[src/verilog/ripc_defines.vh]
`ifndef RIPC_DEFINES_VH
`define RIPC_DEFINES_VH

`define RIPC_ADDR_MIXIN1_CTRL 8'h2c
`define RIPC_ADDR_MIXIN1_GAIN 8'h2d
`define RIPC_ADDR_MIXIN2_CTRL 8'h2e
`define RIPC_ADDR_MIXIN2_GAIN 8'h2f
`define RIPC_ADDR_MIC1_CTRL 8'hb4
`define RIPC_ADDR_MIC1_GAIN 8'hb5
`define RIPC_ADDR_MIC1_SRC 8'hb7
`define RIPC_ADDR_MIC2_CTRL 8'hb8
`define RIPC_ADDR_MIC2_GAIN 8'hb9
`define RIPC_ADDR_MIC2_SRC 8'hbb
`define RIPC_ADDR_BIAS_CTRL 8'hfc
`define RIPC_ADDR_BIAS_EN 8'hfd

`define RIPC_BIT_AMP_EN 7
`define RIPC_BIT_AMP_MUTE 6
`define RIPC_BIT_MIX_RAMP 5
`define RIPC_BIT_MIX_ZC 4
`define RIPC_BIT_MIX_SEL 3
`define RIPC_BIT_BIAS2_LP 7
`define RIPC_BIT_BIAS1_LP 3
`define RIPC_BIT_BIAS2_EN 4
`define RIPC_BIT_BIAS1_EN 0
`define RIPC_LSB_BIAS2_LVL 4
`define RIPC_LSB_BIAS1_LVL 0

`define RIPC_RST_AMP_CTRL 8'h40
`define RIPC_RST_MIX_CTRL 8'h48
`define RIPC_RST_MIX_GAIN 4'h3
`define RIPC_RST_MIC_GAIN 3'h1
`define RIPC_RST_SRC 2'h0
`define RIPC_RST_BIAS_CTRL 8'h00
`define RIPC_RST_BIAS_EN 8'h00

`define RIPC_MASK_AMP_CTRL 8'hc0
`define RIPC_MASK_MIX_CTRL 8'hf8
`define RIPC_MASK_BIAS_EN 8'h11

`endif

[src/verilog/ripc_regs.v]
// Function
// - mic one source: 00 differential, 01 positive pin, 10 negative pin, 11 reserved.
// - mic two source: same decode, two bits, reset zero.
// - mic two control bit 7 enables amplifier, reset zero.
// - mic two control bit 6 mutes amplifier, reset one.
// - mic two gain three bits, -6 to 36 dB, reset code 001.
// - bias control bits 6:4 set bias two level, reset zero.
// - bias control bits 2:0 set bias one level, reset zero.
// - bias control bit 7 and bit 3 select low-power modes, reset zero.
// - bias enable bit 4 and bit 0 turn biases on, reset zero.
// - mixer one control bit 7 enables amplifier, reset zero.
// - mixer one control bit 6 mutes amplifier, reset one.
// - mixer one bit 4 applies gain only at zero crossing.
// - mixer one bit 5 ramps gain and overrides zero cross on o_mixin1_gain_mode_zc only, not on o_input_mixer_one_zero_cross_update.
// - mixer one bit 3 enables the mixer, reset one.
// - mixer gain four bits, -4.5 to 18 dB, reset code 0011.
// - mic one control: enable bit 7 reset zero, mute bit 6 reset one.
// - mic one gain three bits, -6 to 36 dB, reset code 001.
`timescale 1ns/1ns
`include "ripc_defines.vh"

module ripc_regs
(
  input wire i_clk_sys,
  input wire i_rst,
  input wire i_wr_en,
  input wire i_rd_en,
  input wire [7:0] i_addr,
  input wire [7:0] i_wdata,
  output reg [7:0] o_rdata,
  output reg o_rd_valid,
  output reg o_mic1_en,
  output reg o_mic1_mute,
  output reg [2:0] o_mic1_gain,
  output reg [1:0] o_mic1_src,
  output reg o_mic2_en,
  output reg o_mic2_mute,
  output reg [2:0] o_mic2_gain,
  output reg [1:0] o_mic2_src,
  output reg [2:0] o_bias1_level,
  output reg [2:0] o_bias2_level,
  output reg o_first_bias_low_power,
  output reg o_second_bias_low_power,
  output reg o_bias1_en,
  output reg o_bias2_en,
  output reg o_mixin1_en,
  output reg o_mixin1_mute,
  output reg o_mixin1_ramp,
  output reg o_input_mixer_one_zero_cross_update,
  output reg o_mixin1_mix_sel,
  output reg [3:0] o_mixin1_gain,
  output reg o_mixin1_gain_mode_ramp,
  output reg o_mixin1_gain_mode_zc,
  output reg o_mixin2_en,
  output reg o_mixin2_mute,
  output reg o_mixin2_ramp,
  output reg o_mixin2_zc,
  output reg o_mixin2_mix_sel,
  output reg [3:0] o_mixin2_gain
);

  wire [7:0] mic1_ctrl_q;
  wire [2:0] mic1_gain_q;
  wire [1:0] mic1_src_q;
  wire [7:0] mic2_ctrl_q;
  wire [2:0] mic2_gain_q;
  wire [1:0] mic2_src_q;
  wire [7:0] bias_ctrl_q;
  wire [7:0] bias_en_q;
  wire [7:0] mix1_ctrl_q;
  wire [3:0] mix1_gain_q;
  wire [7:0] mix2_ctrl_q;
  wire [3:0] mix2_gain_q;
  reg [7:0] rdata_d;
  wire wr_mic1_ctrl;
  wire wr_mic1_gain;
  wire wr_mic1_src;
  wire wr_mic2_ctrl;
  wire wr_mic2_gain;
  wire wr_mic2_src;
  wire wr_bias_ctrl;
  wire wr_bias_en;
  wire wr_mix1_ctrl;
  wire wr_mix1_gain;
  wire wr_mix2_ctrl;
  wire wr_mix2_gain;

  // one strobe per register; an address outside the map matches none, so that write is dropped
  assign wr_mic1_ctrl = i_wr_en && (i_addr == `RIPC_ADDR_MIC1_CTRL);
  assign wr_mic1_gain = i_wr_en && (i_addr == `RIPC_ADDR_MIC1_GAIN);
  assign wr_mic1_src = i_wr_en && (i_addr == `RIPC_ADDR_MIC1_SRC);
  assign wr_mic2_ctrl = i_wr_en && (i_addr == `RIPC_ADDR_MIC2_CTRL);
  assign wr_mic2_gain = i_wr_en && (i_addr == `RIPC_ADDR_MIC2_GAIN);
  assign wr_mic2_src = i_wr_en && (i_addr == `RIPC_ADDR_MIC2_SRC);
  assign wr_bias_ctrl = i_wr_en && (i_addr == `RIPC_ADDR_BIAS_CTRL);
  assign wr_bias_en = i_wr_en && (i_addr == `RIPC_ADDR_BIAS_EN);
  assign wr_mix1_ctrl = i_wr_en && (i_addr == `RIPC_ADDR_MIXIN1_CTRL);
  assign wr_mix1_gain = i_wr_en && (i_addr == `RIPC_ADDR_MIXIN1_GAIN);
  assign wr_mix2_ctrl = i_wr_en && (i_addr == `RIPC_ADDR_MIXIN2_CTRL);
  assign wr_mix2_gain = i_wr_en && (i_addr == `RIPC_ADDR_MIXIN2_GAIN);

  // reserved bits are masked off at the write so they never hold state
  ripc_field_reg
  #(.WIDTH(8), .RST_VAL(`RIPC_RST_AMP_CTRL), .WR_MASK(`RIPC_MASK_AMP_CTRL))
  i_mic1_ctrl
  (
    .i_clk_sys(i_clk_sys),
    .i_rst(i_rst),
    .i_wr(wr_mic1_ctrl),
    .i_wdata(i_wdata),
    .o_value(mic1_ctrl_q)
  );

  ripc_field_reg
  #(.WIDTH(3), .RST_VAL(`RIPC_RST_MIC_GAIN))
  i_mic1_gain
  (
    .i_clk_sys(i_clk_sys),
    .i_rst(i_rst),
    .i_wr(wr_mic1_gain),
    .i_wdata(i_wdata[2:0]),
    .o_value(mic1_gain_q)
  );

  ripc_field_reg
  #(.WIDTH(2), .RST_VAL(`RIPC_RST_SRC))
  i_mic1_src
  (
    .i_clk_sys(i_clk_sys),
    .i_rst(i_rst),
    .i_wr(wr_mic1_src),
    .i_wdata(i_wdata[1:0]),
    .o_value(mic1_src_q)
  );

  ripc_field_reg
  #(.WIDTH(8), .RST_VAL(`RIPC_RST_AMP_CTRL), .WR_MASK(`RIPC_MASK_AMP_CTRL))
  i_mic2_ctrl
  (
    .i_clk_sys(i_clk_sys),
    .i_rst(i_rst),
    .i_wr(wr_mic2_ctrl),
    .i_wdata(i_wdata),
    .o_value(mic2_ctrl_q)
  );

  ripc_field_reg
  #(.WIDTH(3), .RST_VAL(`RIPC_RST_MIC_GAIN))
  i_mic2_gain
  (
    .i_clk_sys(i_clk_sys),
    .i_rst(i_rst),
    .i_wr(wr_mic2_gain),
    .i_wdata(i_wdata[2:0]),
    .o_value(mic2_gain_q)
  );

  ripc_field_reg
  #(.WIDTH(2), .RST_VAL(`RIPC_RST_SRC))
  i_mic2_src
  (
    .i_clk_sys(i_clk_sys),
    .i_rst(i_rst),
    .i_wr(wr_mic2_src),
    .i_wdata(i_wdata[1:0]),
    .o_value(mic2_src_q)
  );

  // level and power mode are stored as written; software keeps the bias off while changing them
  ripc_field_reg
  #(.WIDTH(8), .RST_VAL(`RIPC_RST_BIAS_CTRL))
  i_bias_ctrl
  (
    .i_clk_sys(i_clk_sys),
    .i_rst(i_rst),
    .i_wr(wr_bias_ctrl),
    .i_wdata(i_wdata),
    .o_value(bias_ctrl_q)
  );

  ripc_field_reg
  #(.WIDTH(8), .RST_VAL(`RIPC_RST_BIAS_EN), .WR_MASK(`RIPC_MASK_BIAS_EN))
  i_bias_en
  (
    .i_clk_sys(i_clk_sys),
    .i_rst(i_rst),
    .i_wr(wr_bias_en),
    .i_wdata(i_wdata),
    .o_value(bias_en_q)
  );

  ripc_field_reg
  #(.WIDTH(8), .RST_VAL(`RIPC_RST_MIX_CTRL), .WR_MASK(`RIPC_MASK_MIX_CTRL))
  i_mix1_ctrl
  (
    .i_clk_sys(i_clk_sys),
    .i_rst(i_rst),
    .i_wr(wr_mix1_ctrl),
    .i_wdata(i_wdata),
    .o_value(mix1_ctrl_q)
  );

  ripc_field_reg
  #(.WIDTH(4), .RST_VAL(`RIPC_RST_MIX_GAIN))
  i_mix1_gain
  (
    .i_clk_sys(i_clk_sys),
    .i_rst(i_rst),
    .i_wr(wr_mix1_gain),
    .i_wdata(i_wdata[3:0]),
    .o_value(mix1_gain_q)
  );

  ripc_field_reg
  #(.WIDTH(8), .RST_VAL(`RIPC_RST_MIX_CTRL), .WR_MASK(`RIPC_MASK_MIX_CTRL))
  i_mix2_ctrl
  (
    .i_clk_sys(i_clk_sys),
    .i_rst(i_rst),
    .i_wr(wr_mix2_ctrl),
    .i_wdata(i_wdata),
    .o_value(mix2_ctrl_q)
  );

  ripc_field_reg
  #(.WIDTH(4), .RST_VAL(`RIPC_RST_MIX_GAIN))
  i_mix2_gain
  (
    .i_clk_sys(i_clk_sys),
    .i_rst(i_rst),
    .i_wr(wr_mix2_gain),
    .i_wdata(i_wdata[3:0]),
    .o_value(mix2_gain_q)
  );

  always @*
  begin
    rdata_d = 8'h00;
    case (i_addr)
      `RIPC_ADDR_MIC1_CTRL: rdata_d = mic1_ctrl_q;
      `RIPC_ADDR_MIC1_GAIN: rdata_d = {5'h00, mic1_gain_q};
      `RIPC_ADDR_MIC1_SRC: rdata_d = {6'h00, mic1_src_q};
      `RIPC_ADDR_MIC2_CTRL: rdata_d = mic2_ctrl_q;
      `RIPC_ADDR_MIC2_GAIN: rdata_d = {5'h00, mic2_gain_q};
      `RIPC_ADDR_MIC2_SRC: rdata_d = {6'h00, mic2_src_q};
      `RIPC_ADDR_BIAS_CTRL: rdata_d = bias_ctrl_q;
      `RIPC_ADDR_BIAS_EN: rdata_d = bias_en_q;
      `RIPC_ADDR_MIXIN1_CTRL: rdata_d = mix1_ctrl_q;
      `RIPC_ADDR_MIXIN1_GAIN: rdata_d = {4'h0, mix1_gain_q};
      `RIPC_ADDR_MIXIN2_CTRL: rdata_d = mix2_ctrl_q;
      `RIPC_ADDR_MIXIN2_GAIN: rdata_d = {4'h0, mix2_gain_q};
      default: rdata_d = 8'h00;
    endcase
  end

  // outputs are registered copies, so each field reaches the analog side one cycle after the write
  always @(posedge i_clk_sys)
  begin
    if (i_rst)
    begin
      o_rdata <= 8'h00;
      o_rd_valid <= 1'b0;
      o_mic1_en <= 1'b0;
      o_mic1_mute <= 1'b1;
      o_mic1_gain <= `RIPC_RST_MIC_GAIN;
      o_mic1_src <= `RIPC_RST_SRC;
      o_mic2_en <= 1'b0;
      o_mic2_mute <= 1'b1;
      o_mic2_gain <= `RIPC_RST_MIC_GAIN;
      o_mic2_src <= `RIPC_RST_SRC;
      o_bias1_level <= 3'h0;
      o_bias2_level <= 3'h0;
      o_first_bias_low_power <= 1'b0;
      o_second_bias_low_power <= 1'b0;
      o_bias1_en <= 1'b0;
      o_bias2_en <= 1'b0;
      o_mixin1_en <= 1'b0;
      o_mixin1_mute <= 1'b1;
      o_mixin1_ramp <= 1'b0;
      o_input_mixer_one_zero_cross_update <= 1'b0;
      o_mixin1_mix_sel <= 1'b1;
      o_mixin1_gain <= `RIPC_RST_MIX_GAIN;
      o_mixin1_gain_mode_ramp <= 1'b0;
      o_mixin1_gain_mode_zc <= 1'b0;
      o_mixin2_en <= 1'b0;
      o_mixin2_mute <= 1'b1;
      o_mixin2_ramp <= 1'b0;
      o_mixin2_zc <= 1'b0;
      o_mixin2_mix_sel <= 1'b1;
      o_mixin2_gain <= `RIPC_RST_MIX_GAIN;
    end
    else
    begin
      o_rdata <= i_rd_en ? rdata_d : 8'h00;
      o_rd_valid <= i_rd_en;
      o_mic1_en <= mic1_ctrl_q[`RIPC_BIT_AMP_EN];
      o_mic1_mute <= mic1_ctrl_q[`RIPC_BIT_AMP_MUTE];
      o_mic1_gain <= mic1_gain_q;
      o_mic1_src <= mic1_src_q;
      o_mic2_en <= mic2_ctrl_q[`RIPC_BIT_AMP_EN];
      o_mic2_mute <= mic2_ctrl_q[`RIPC_BIT_AMP_MUTE];
      o_mic2_gain <= mic2_gain_q;
      o_mic2_src <= mic2_src_q;
      o_bias2_level <= bias_ctrl_q[`RIPC_LSB_BIAS2_LVL +: 3];
      o_bias1_level <= bias_ctrl_q[`RIPC_LSB_BIAS1_LVL +: 3];
      o_second_bias_low_power <= bias_ctrl_q[`RIPC_BIT_BIAS2_LP];
      o_first_bias_low_power <= bias_ctrl_q[`RIPC_BIT_BIAS1_LP];
      o_bias2_en <= bias_en_q[`RIPC_BIT_BIAS2_EN];
      o_bias1_en <= bias_en_q[`RIPC_BIT_BIAS1_EN];
      o_mixin1_en <= mix1_ctrl_q[`RIPC_BIT_AMP_EN];
      o_mixin1_mute <= mix1_ctrl_q[`RIPC_BIT_AMP_MUTE];
      o_mixin1_ramp <= mix1_ctrl_q[`RIPC_BIT_MIX_RAMP];
      o_input_mixer_one_zero_cross_update <= mix1_ctrl_q[`RIPC_BIT_MIX_ZC];
      o_mixin1_mix_sel <= mix1_ctrl_q[`RIPC_BIT_MIX_SEL];
      o_mixin1_gain <= mix1_gain_q;
      // ramping wins, so o_mixin1_gain_mode_ramp and o_mixin1_gain_mode_zc are never both set
      o_mixin1_gain_mode_ramp <= mix1_ctrl_q[`RIPC_BIT_MIX_RAMP];
      o_mixin1_gain_mode_zc <= mix1_ctrl_q[`RIPC_BIT_MIX_ZC] & ~mix1_ctrl_q[`RIPC_BIT_MIX_RAMP];
      o_mixin2_en <= mix2_ctrl_q[`RIPC_BIT_AMP_EN];
      o_mixin2_mute <= mix2_ctrl_q[`RIPC_BIT_AMP_MUTE];
      o_mixin2_ramp <= mix2_ctrl_q[`RIPC_BIT_MIX_RAMP];
      o_mixin2_zc <= mix2_ctrl_q[`RIPC_BIT_MIX_ZC];
      o_mixin2_mix_sel <= mix2_ctrl_q[`RIPC_BIT_MIX_SEL];
      o_mixin2_gain <= mix2_gain_q;
    end
  end

endmodule

// one storage register with synchronous reset; the write mask keeps reserved bits at zero
module ripc_field_reg
#(
  parameter WIDTH = 8,
  parameter [WIDTH-1:0] RST_VAL = {WIDTH{1'b0}},
  parameter [WIDTH-1:0] WR_MASK = {WIDTH{1'b1}}
)
(
  input wire i_clk_sys,
  input wire i_rst,
  input wire i_wr,
  input wire [WIDTH-1:0] i_wdata,
  output reg [WIDTH-1:0] o_value
);

  always @(posedge i_clk_sys)
  begin
    if (i_rst)
    begin
      o_value <= RST_VAL;
    end
    else if (i_wr)
    begin
      o_value <= i_wdata & WR_MASK;
    end
  end

endmodule

[config.mk]
export PLATFORM = sky130hd
export DESIGN_NAME = ripc_regs
export DESIGN_NICKNAME = d
export VERILOG_FILES = /design/src/verilog/ripc_regs.v
export VERILOG_INCLUDE_DIRS = /design/src /design/src/verilog
export SDC_FILE = /design/constraint.sdc
export NUM_CORES = 1
export LEC_CHECK = 0
export ABC_AREA = 1
export BUFFER_PORTS_ARGS = -buffer_cell sky130_fd_sc_hd__buf_2
export CAP_MARGIN = 5
export CORE_MARGIN = 1
export CORE_UTILIZATION = 35
export DETAILED_ROUTE_END_ITERATION = 8
export REMOVE_ABC_BUFFERS = 1
export SLEW_MARGIN = 40
export SYNTH_ARGS = -nofsm -noshare
export SYNTH_HDL_FRONTEND = slang
export SYNTH_SLANG_ARGS = --single-unit
[constraint.sdc]
create_clock -name i_clk_sys -period 1.3 [get_ports i_clk_sys]
set_clock_uncertainty 0.15 [all_clocks]
set_input_delay 0.13 -clock i_clk_sys [delete_from_list [all_inputs] [get_ports i_clk_sys]]
set_output_delay 0.13 -clock i_clk_sys [all_outputs]
set_load 0.01 [all_outputs]
# Word level (Yosys, flattened, before mapping)
# Cells that the tools add are included.
# Widths: inputs -> output; s select.
# totals
in_bits	20
elab_cells	70
output_inout_bits	53
register_bits	94
# op_classes
n_reduce_logical	13
eq_ne	12
bitwise	3
mux	1
# op_table
operator	n
$pmux 8 s12	1
$eq 8x8->1 const B	8
$eq 8x6->1 const B	4
$logic_and 1x1->1	12
$not 1->1	2
$reduce_or 2->1	1
$and 1x1->1	1

# Depth between registers and ports, before layout
# Gate-level depths: netlist (run 1).
# depth
ltp_word	2
mapped_depth	9
depth_no_buf	8

# Hierarchy
# Synthesis (run 1) repeated with hierarchy kept, for this count alone.
# unflattened
cells_unflattened	605
area_unflattened_um2	4140.2
# modules_own_cells
mod	cells_each	n_inst	area_each_um2	seq_area_each_um2
ripc_regs	324	1	2247.2	1041.0
ripc_field_reg at i_mix1_ctrl ...	33	2	234.0	100.1
ripc_field_reg at i_bias_ctrl	51	1	341.6	160.2
ripc_field_reg at i_mix1_gain ...	22	2	150.1	80.1
ripc_field_reg at i_mic1_ctrl ...	19	2	127.6	40.0
ripc_field_reg at i_mic1_gain ...	18	2	117.6	60.1
ripc_field_reg at i_mic1_src ...	13	2	81.3	40.0
ripc_field_reg at i_bias_en	20	1	130.1	40.0

# Least setup slack after synthesis (run 1)
# No wires, ideal clock.
# synth_path
kind	in2reg
startpoint	in i_addr[1]
endpoint	reg i_mic1_gain.o_value[1]
t_arrival_ns	0.857
path_stages	6
slack_ns	0.173
setup_ns	0.120
n_path_buf	0
t_required_ns	1.030
path_cell_list	inv_1 > nand2_2 > nor2_1 > nand3_1 > o21ai_0 > a21oi_1
# synth_via
elab_chain_cells	2
# synth_rtl
item	line	text
start, declared	ripc_regs.v:28	input wire [7:0] i_addr,
$eq 8x8->1	--	
$logic_and 1x1->1	ripc_regs.v:90	assign wr_mic1_gain = i_wr_en && (i_addr == `RIPC_ADDR_MIC1_GAIN);
end signal, assigned	ripc_regs.v:353	o_value <= i_wdata & WR_MASK;
end, declared	ripc_regs.v:342	output reg [WIDTH-1:0] o_value
# No other way between the ends.
# A chain may end at the register's enable or synchronous reset.

==> summary.txt, run 1 <==
Status
  • Outcome: finished, final reports clean

GRT
  • Pin count of the biggest net entering global routing: 36
  • Global-route wire length before repair: 13,200 µm
  • Global route overflow: 0
  • Gr usage total: 16.7%
  • Vias in the first global route: 2,829
  • Initial antenna violation count: 0

Synthesis
  • Synth Warn #: 0
  • Post-Syn Area: 0.00351 mm²
  • Yosys cell types: 30
  • Post-synthesis sequential area ratio: 53.6%
  • Syn Inst Count: 421
  • Average size of a mapped cell: 8.33 µm²
  • Register bit total from synthesis: 94

Floorplan
  • # rows: 36
  • DIE HEIGHT: 102 µm
  • Core Region: 0.00973 mm²
  • I/O pins: 73
  • Initial Util: 36.1%
  • Die area: 0.0104 mm²
  • Die width: 102 µm

Routing
  • Vias/cell: 4.59
  • DR WL/cell: 12.5 µm
  • Routed Antenna Nets: 0
  • Total vias in the final route: 3,034
  • Drt first pass iters: 4
  • DRC Markers: 0
  • Routed wire length: 8290 µm
  • DRT iter0 DRCs: 131

Setup path
  • Slowest CP cell: dlygate4sd3_1
  • Crit start category: input port
  • CP Max Fanout: 18
  • CP endpoint kind: flop
  • Worst-path cell chain: dlygate4sd3_1, buf_2, inv_1, buf_4, o21ai_0, a21oi_1
  • WP data arrival: 1.39 ns
  • Crit Path Class: in -> reg
  • Worst path required time: 1.44 ns
  • Max stage delay on crit path: 0.53 ns

Timing
  • Fin crit period: 1.25 ns
  • Hold WS: 0.0998 ns
  • Worst slew margin: 81.4%
  • Final setup viols: 0
  • Period utilization: 96.3%
  • RSZ-0062 raised after global routing: yes
  • Measured slew at the worst slew-check pin: 0.278 ns
  • Final Hold Fails: 0
  • Max Fclk: 799 MHz
  • Max Slew Vio Count: 0

Pwr
  • Total power: 5.30 mW
  • Net Switching: 1.22 mW
  • Int Power: 4.08 mW
  • Logic pwr share: 5.7%
  • Power Density: 1180 mW/mm²
  • Leakage: 2.05 nW
  • Clock share of power: 39.9%
  • Share of power burned in registers: 54.4%
  • Switch share: 23.0%
  • Peak supply drop: 0.550 mV

Clock network
  • CTS Buffer Depth: 2
  • TritonCTS clock tree: done
  • Post-CTS sizing: 0
  • Number of buffers created by CTS: 9
  • Root buffer cell: clkbuf_8
  • Clk_lat worst skew: 0.36 ns
  • Clk sinks: 94
  • Max H-tree Level: 3
  • Clock transition at the registers of the reported paths: 0.09 ns
  • Post-CTS Setup Repair Bufs: 0

Final layout
  • Area grow syn2layout: 28.0%
  • Nets: 543
  • Diodes inserted: 0
  • Most frequent cells in the layout: dfxtp_1, buf_2, nor2_1
  • Commonest non-fill, non-tap cell in the layout: dfxtp_1
  • Fill count: 1,006
  • Post-Layout Cell Count: 661
  • Layout cell share with drive strength beyond 1: 27.3%

Placed design
  • Dpl hpwl: 6150 µm
  • Port bufs: 72
  • DP Cell Count: 633
  • GP Congestion: 0.888

Flow run
  • Max cap viols: 0

Min path
  • Hold Crit Class: in -> reg
## synth_stat cells
library cell | number | area (µm²)
o211ai_1 | 2 | 15.0
o21ai_2 | 1 | 8.76
nor2_4 | 5 | 56.3
o21ai_1 | 4 | 20.0
clkbuf_1 | 7 | 26.3
nand3_4 | 1 | 17.5
and2_4 | 1 | 8.76
nand3_1 | 49 | 245
nor3_1 | 1 | 5.00
inv_2 | 2 | 7.51
o21ai_0 | 31 | 155
nor2_2 | 2 | 12.5
nand2_1 | 43 | 161
buf_8 | 1 | 15.0
buf_2 | 3 | 15.0
a21oi_2 | 1 | 8.76
or2_2 | 4 | 25.0
nand3_2 | 5 | 50.1
nand4_1 | 2 | 12.5
clkinv_2 | 1 | 5.00
nor2_1 | 56 | 210
inv_1 | 53 | 199
nor2_8 | 3 | 60.1
clkbuf_2 | 1 | 5.00
dfxtp_1 | 94 | 1880
buf_6 | 2 | 22.5
nand2_4 | 3 | 33.8
a21oi_1 | 37 | 185
buf_4 | 2 | 15.0
nand2_2 | 4 | 25.0
## registers in the layout, summed over array words and instances (netlist names), 2 cells and up
name and flops:
i_bias_ctrl.o_value 8, o_rdata 8, i_bias_en.o_value 2, i_mix1_ctrl.o_value 5, i_mix2_gain.o_value 4, i_mic1_gain.o_value 3, i_mic2_src.o_value 2, i_mic1_src.o_value 2
i_mic1_ctrl.o_value 2, o_mic2_src 2, i_mix2_ctrl.o_value 5, o_mixin1_gain 4, o_mic1_gain 3, o_mic1_src 2, o_mic2_gain 3, o_mixin2_gain 4
o_bias1_level 3, i_mic2_ctrl.o_value 2, i_mix1_gain.o_value 4, o_bias2_level 3, i_mic2_gain.o_value 3
## kinds of logic after synthesis
logic type | share of synthesized area, %
buffers and inverters | 8.84
AO/OA/AOI/OAI | 11.2
AND/OR/NAND/NOR | 26.3
flip-flops | 53.6
## critical path: cells and delay by family
| kind | cells | cell delay (ns) |
|---|---|---|
| AO/OA/AOI/OAI | 2 | 0.25 |
| buffers and inverters | 4 | 1.00 |
## timing repair
action | CTS | global route
hold endpoints to repair | 36 | 0
hold buffers | 12 | 0
setup endpoints to repair | 0 | 7
## final timing paths
check | from | endpoint | slack, ns | depth (start not counted)
setup reg to reg | i_bias_ctrl.o_value[1] | o_rdata[1] | 0.30 | 4
setup / recovery | i_rst | i_mic2_gain.o_value[1] | 0.05 | 6
hold reg to reg | i_mic1_ctrl.o_value[7] | o_mic1_en | 0.29 | 2
hold / removal | i_wr_en | i_bias_ctrl.o_value[1] | 0.1 | 4
## power groups by stage
stage	registers, mW	clock network (mW)	logic [mW]
detailed placement	2.95	0	0.269
global route	2.89	2.29	0.327
finish	2.88	2.11	0.301
global placement	2.95	0	0.266
floorplan	2.95	0	0.105
CTS	2.88	2.16	0.299
## layout make-up
cell class | instances | area (µm²) | area share, %
clock inverters | 7 | 98.8 | 2.20
multi-input cells | 255 | 1320 | 29.3
inverters | 56 | 211 | 4.71
repair buffers | 107 | 691 | 15.4
flip-flops and latches | 94 | 1880 | 41.9
clock buffers | 9 | 124 | 2.76
well taps | 133 | 166 | 3.71
## per-stage QoR
stage | worst slack [ns] | utilization (%) | instance area, µm² | TNS [ns]
finish | 0.0482 | 46.1 | 4490 | 0
global route | -0.0391 | 46.1 | 4490 | -0.150
global placement | -0.100 | 42.6 | 4150 | -0.394
detailed placement | -0.125 | 42.6 | 4150 | -1.10
CTS | 0.0678 | 46.1 | 4490 | 0
floorplan | -0.0267 | - | 3410 | -0.0533
## per-layer routing
layer,wire [µm],GRT usage [%],part of all wire (%),vias to the layer above
met5,0,0,0,-
met4,154,6.59,1.9,0
met3,296,3.83,3.6,13
met2,3800,26.2,46,67
met1,4040,22.2,49,1405
li1,-,-,-,1549
Power figures use the tool's default switching activity.
==> run 2, diff against run 1 <==
--- a/config.mk
+++ b/config.mk
@@ -16,4 +16,5 @@
 export SLEW_MARGIN = 40
 export SYNTH_ARGS = -nofsm -noshare
 export SYNTH_HDL_FRONTEND = slang
+export SYNTH_HIERARCHICAL = 1
 export SYNTH_SLANG_ARGS = --single-unit
==> run 2 against run 1 <==
  * Total power is 12% higher
  * Count of clock-buffer cells in the layout is 2 higher
  * Critical path depth is 2 higher
  * Die area is 18% higher
  * First-iteration DRC count is 9.9% lower
  * Synthesized cell count is 44% higher
  * Register-to-register slack worse by 0.13 ns
  * Critical path type unchanged
  * Largest power group unchanged
==> summary.txt, run 2 <==
Status
  • Outcome: finished, final reports clean

Synthesis
  • Register bit total from synthesis: 94
  • Post-synthesis sequential area ratio: 45.5%
  • Yosys cell types: 24
  • Most frequent cells after synthesis: nand2_1, nor2_1, inv_1
  • Number of enable flip-flop cells after synthesis: 0
  • Asr flop ratio synth: 0%
  • Syn Inst Count: 605
  • Post-synth top area share: 45.5%
  • Count leader, synth: nand2_1
  • Top FF cell, synth: dfxtp_1
  • Average size of a mapped cell: 6.84 µm²
  • Ranking of synthesized cells by area: dfxtp_1, nand2_1, nor2_1, inv_1, nand3_1
  • Synth Warn #: 6
  • Synth area leader: dfxtp_1
  • Post-Syn Area: 0.00414 mm²

Placed design
  • Dpl hpwl: 7650 µm
  • GP Congestion: 0.871
  • Port bufs: 72
  • DP Cell Count: 838

Clock network
  • Root buffer cell: clkbuf_16
  • CTS Buffer Depth: 2
  • Max H-tree Level: 3
  • Clk sinks: 94
  • Clk_lat worst skew: 0.35 ns
  • Clock transition at the registers of the reported paths: 0.06 ns
  • TritonCTS clock tree: done
  • Number of buffers created by CTS: 9

Routing
  • Total vias in the final route: 3,725
  • Routed wire length: 9880 µm
  • Routed Antenna Nets: 0
  • DR WL/cell: 11.4 µm
  • DRC Markers: 0
  • Drt first pass iters: 4
  • DRT iter0 DRCs: 118
  • Vias/cell: 4.32

Floorplan
  • # rows: 39
  • Initial Util: 36.1%
  • Die area: 0.0123 mm²
  • Core Region: 0.0115 mm²
  • I/O pins: 73
  • DIE HEIGHT: 111 µm
  • Die width: 111 µm

Timing
  • Final Hold Fails: 0
  • Fin crit period: 1.23 ns
  • Final setup viols: 0
  • Max Slew Vio Count: 0
  • Setup TNS Final: 0 ns
  • RSZ-0062 raised after global routing: yes
  • Max Fclk: 816 MHz
  • Period utilization: 94.3%

Final layout
  • Nets: 735
  • Largest regs: i_bias_ctrl/o_value: 8 flops, o_rdata: 8 flops
  • Post-Layout Cell Count: 863
  • Register area: 0.00188 mm²
  • Most frequent cells in the layout: nand2_1, nor2_1, inv_1
  • Diodes inserted: 0
  • Area grow syn2layout: 25.1%
  • Commonest non-fill, non-tap cell in the layout: nand2_1
  • Fill count: 1,185
  • Multi-input logic area: 0.00167 mm²
  • Layout cell share with drive strength beyond 1: 21.4%

Setup path
  • Critical path's top delay family: simple AND/OR/NAND/NOR gates
  • Slowest CP cell: nor4_1
  • WP data arrival: 1.31 ns
  • Crit start category: input port
  • CP endpoint kind: flop
  • Max stage delay on crit path: 0.37 ns
  • Critical path buffers and inverters: 4
  • Worst path required time: 1.38 ns
  • CP Max Fanout: 5
  • CP most frequent cell: buf_4
  • Crit Path Class: in -> reg
  • Worst-path cell chain: buf_2, buf_4, nand4_1, nor4_1, buf_4, inv_1, nand2_1, nand3_1

Flow run
  • Max cap viols: 0

GRT
  • Vias in the first global route: 3,538
  • Global route overflow: 0
  • Initial antenna violation count: 0
  • Pin count of the biggest net entering global routing: 27
  • Global-route wire length before repair: 16,400 µm
  • Gr usage total: 16.9%

Pwr
  • Total power: 5.92 mW
  • Peak supply drop: 0.604 mV
  • Power Density: 1140 mW/mm²
  • Leakage: 2.63 nW

Min path
  • Hold Crit Class: in -> reg
run 2: routing by layer:
metal	vias up	global-route usage [%]	wire, µm	share of wire (%)
met5	-	0	0	0
met4	0	6.40	131	1.3
li1	1961	-	-	-
met2	58	29.4	4880	49
met1	1697	20.2	4590	47
met3	9	3.94	271	2.7
run 2: area by class of cell:
cell class	instances	share of cell area, %
clock buffer	11	4.88
inverter	102	7.39
timing repair buffer	119	14.5
clock inverter	5	1.09
tap	143	3.46
multi-input combinational	389	32.3
sequential	94	36.3
run 2: path summary, 6_finish.rpt:
kind | end | startpoint | slack, ns | cells after the start
worst max register to register | o_rdata[3] | i_mix1_gain/o_value[3] | 0.17 | 4
worst min-delay path | o_rd_valid | i_rd_en | 0.04 | 3
worst max-delay path | i_mic1_ctrl/o_value[6] | i_addr[4] | 0.07 | 8
worst min register to register | o_mic1_src[1] | i_mic1_src/o_value[1] | 0.29 | 2
run 2: per-stage QoR:
step / setup WS [ns] / utilization (%) / hold slack (ns) / cell area, µm²
2_1_floorplan: -0.739 / - / 0.0513 / 3930
3_3_place_gp: -0.235 / 41.6 / 0.287 / 4770
3_5_place_dp: -0.294 / 41.6 / 0.289 / 4770
4_1_cts: 0.0710 / 45.1 / 0.0266 / 5170
5_1_grt: -0.00537 / 45.2 / 0.0425 / 5180
6_report: 0.0738 / 45.2 / 0.0356 / 5180
run 2: cells by family (layout without fill, tap and decap cells):
kind of cell	after synthesis	count (layout)	share of synthesized area, %
simple gates	355	355	36.9
compound gates	10	10	1.21
other cells	5	24	0.453
buf+inv	141	237	16.0
flops	94	94	45.5
run 2: what timing repair did:
action | CTS | global route
setup endpoints to repair | 0 | 4
hold endpoints to repair | 24 | 0
resized for setup | 0 | 2
buffers inserted | 0 | 0
hold buffers | 9 | 0
run 2: tightest hold or removal path, stage by stage:
cell and delay (ns):
buf_2 0.08, nand2_1 0.09, inv_1 0.17
run 2: report_power, final:
group / internal (mW) / switching [mW] / total [mW]
logic: 0.125 / 0.218 / 0.343
clock network: 1.59 / 1.09 / 2.69
registers: 2.89 / 0.00325 / 2.89
total: 4.61 / 1.32 / 5.92
==> run 3, diff against run 2 <==
--- a/config.mk
+++ b/config.mk
@@ -7,11 +7,11 @@
 export NUM_CORES = 1
 export LEC_CHECK = 0
 export ABC_AREA = 1
-export BUFFER_PORTS_ARGS = -buffer_cell sky130_fd_sc_hd__buf_2
 export CAP_MARGIN = 5
 export CORE_MARGIN = 1
 export CORE_UTILIZATION = 35
 export DETAILED_ROUTE_END_ITERATION = 8
+export DONT_BUFFER_PORTS = 1
 export REMOVE_ABC_BUFFERS = 1
 export SLEW_MARGIN = 40
 export SYNTH_ARGS = -nofsm -noshare
==> run 3 against run 2 <==
  * Sequential power about the same
  * Clock power about the same
  * Critical path depth shrank 5
  * Total power is 0.79% lower
  * Fmax fell by 2.5%
  * Design area down 2.3%
  * Flip-flop and latch count did not move
  * Critical path type is now reg -> reg
  * Critical endpoint is now o_second_bias_low_power
  * Largest power group unchanged
==> summary.txt, run 3 (synthesis results as in run 2) <==
Status
  • Outcome: finished, final reports clean

Setup path
  • Slowest CP cell: dlygate4sd3_1
  • CP endpoint kind: flop
  • Worst path required time: 1.44 ns
  • WP data arrival: 1.40 ns
  • Crit path from: i_bias_ctrl/o_value[7]
  • CP Max Fanout: 3
  • Crit start category: flop
  • Critical path's top delay family: buffers and inverters
  • Crit Path Class: reg -> reg
  • Max stage delay on crit path: 0.54 ns
  • Critical path buffers and inverters: 2
  • R2r startpoint: i_bias_ctrl/o_value[7]
  • Worst-path cell chain: inv_1, nor2_1, dlygate4sd3_1

Floorplan
  • Die width: 111 µm
  • Core Region: 0.0115 mm²
  • DIE HEIGHT: 111 µm
  • I/O pins: 73
  • Die area: 0.0123 mm²
  • # rows: 39
  • Initial Util: 36.1%

Routing
  • DRC Markers: 0
  • DRT iter0 DRCs: 183
  • Total vias in the final route: 3,602
  • Routed Antenna Nets: 0
  • DR WL/cell: 12.6 µm
  • Drt first pass iters: 4
  • Vias/cell: 4.44
  • Routed wire length: 10,200 µm

Timing
  • Max Fclk: 795 MHz
  • Final setup viols: 0
  • Fin crit period: 1.26 ns
  • Max Slew Vio Count: 0
  • Period utilization: 96.8%
  • RSZ-0062 raised after global routing: no
  • Final Hold Fails: 0

Clock network
  • Clk sinks: 94
  • Clock transition at the registers of the reported paths: 0.07 ns
  • Root buffer cell: clkbuf_16
  • CTS Buffer Depth: 2
  • Number of buffers created by CTS: 9
  • TritonCTS clock tree: done
  • Clk_lat worst skew: 0.35 ns
  • Max H-tree Level: 3

Final layout
  • Nets: 684
  • Area grow syn2layout: 22.2%
  • Diodes inserted: 0
  • Post-Layout Cell Count: 812
  • Layout cell share with drive strength beyond 1: 12.9%
  • Design area: 0.00506 mm²
  • Largest regs: i_bias_ctrl/o_value: 8 flops, o_rdata: 8 flops
  • Most frequent cells in the layout: nand2_1, nor2_1, inv_1
  • Commonest non-fill, non-tap cell in the layout: nand2_1

GRT
  • Initial antenna violation count: 1
  • Global-route wire length before repair: 16,600 µm
  • Vias in the first global route: 3,551
  • Global route overflow: 0
  • Gr usage total: 17.0%
  • Pin count of the biggest net entering global routing: 39

Placed design
  • Dpl hpwl: 7000 µm
  • GP Congestion: 0.869
  • DP Cell Count: 760
  • Placed cell areas: 0.00436 mm²
  • Port bufs: 0

Pwr
  • Leakage: 2.46 nW
  • Total power: 5.87 mW
  • Power Density: 1160 mW/mm²
  • Peak supply drop: 0.567 mV

Flow run
  • Max cap viols: 0

Min path
  • Hold Crit Class: in -> reg
  • Hold_sp: i_rst
-- run 3: worst reg2reg max path, cell delays in order (launching register included) --
cell	delay (ns)
dfxtp_1	0.38
inv_1	0.05
nor2_1	0.08
dlygate4sd3_1	0.54
-- run 3: repair_timing --
item                                    CTS  global route
endpoints found under the setup margin    0            12
hold buffers                             33             4
gates resized for setup                   0            12
buffers inserted                          0             0
endpoints found under the hold margin    90             3
-- run 3: where the power goes --
group | internal (mW) | total [mW] | switching [mW]
Sequential | 2.89 | 2.89 | 0.00607
Combinational | 0.103 | 0.300 | 0.197
Clock | 1.56 | 2.68 | 1.12
-- run 3: stage by stage --
stage	hold WS (ns)	utilization, %	setup TNS [ns]	worst slack (ns)
after floorplan	0.0513	-	-17.41	-0.739
after global placement	0.0603	38.1	-0.169	-0.0485
after detailed placement	0.0617	38.1	-0.470	-0.0609
after CTS	-0.0128	43.7	0	0.0427
after global routing	0.0281	44.1	0	0.00266
final	0.00465	44.1	0	0.0421
-- run 3: cell type report --
cell class	count	area (µm²)
Multi-Input combinational cell	389	1670
Fill cell	1144	6410
Inverter	102	383
Timing Repair Buffer	68	626
Tap cell	143	179
Clock inverter	5	65.1
Clock buffer	11	243
Sequential cell	94	1890
-- run 3: worst paths after layout --
check             depth (start not counted)                      end  slack, ns
setup / recovery                          3  o_second_bias_low_power       0.04
hold / removal                            3   i_mic1_ctrl/o_value[6]      0.005
setup reg to reg                          3  o_second_bias_low_power       0.04
hold reg to reg                           2         o_bias2_level[2]       0.30
-- run 3: metal layers --
layer  routed length, µm  up-vias  global-route usage, %
met5                  10        -                      0
met4                 225        2                   8.09
met3                 517       19                   4.16
met2                4860       89                   27.9
met1                4580     1630                   21.0
li1                    -     1862                      -
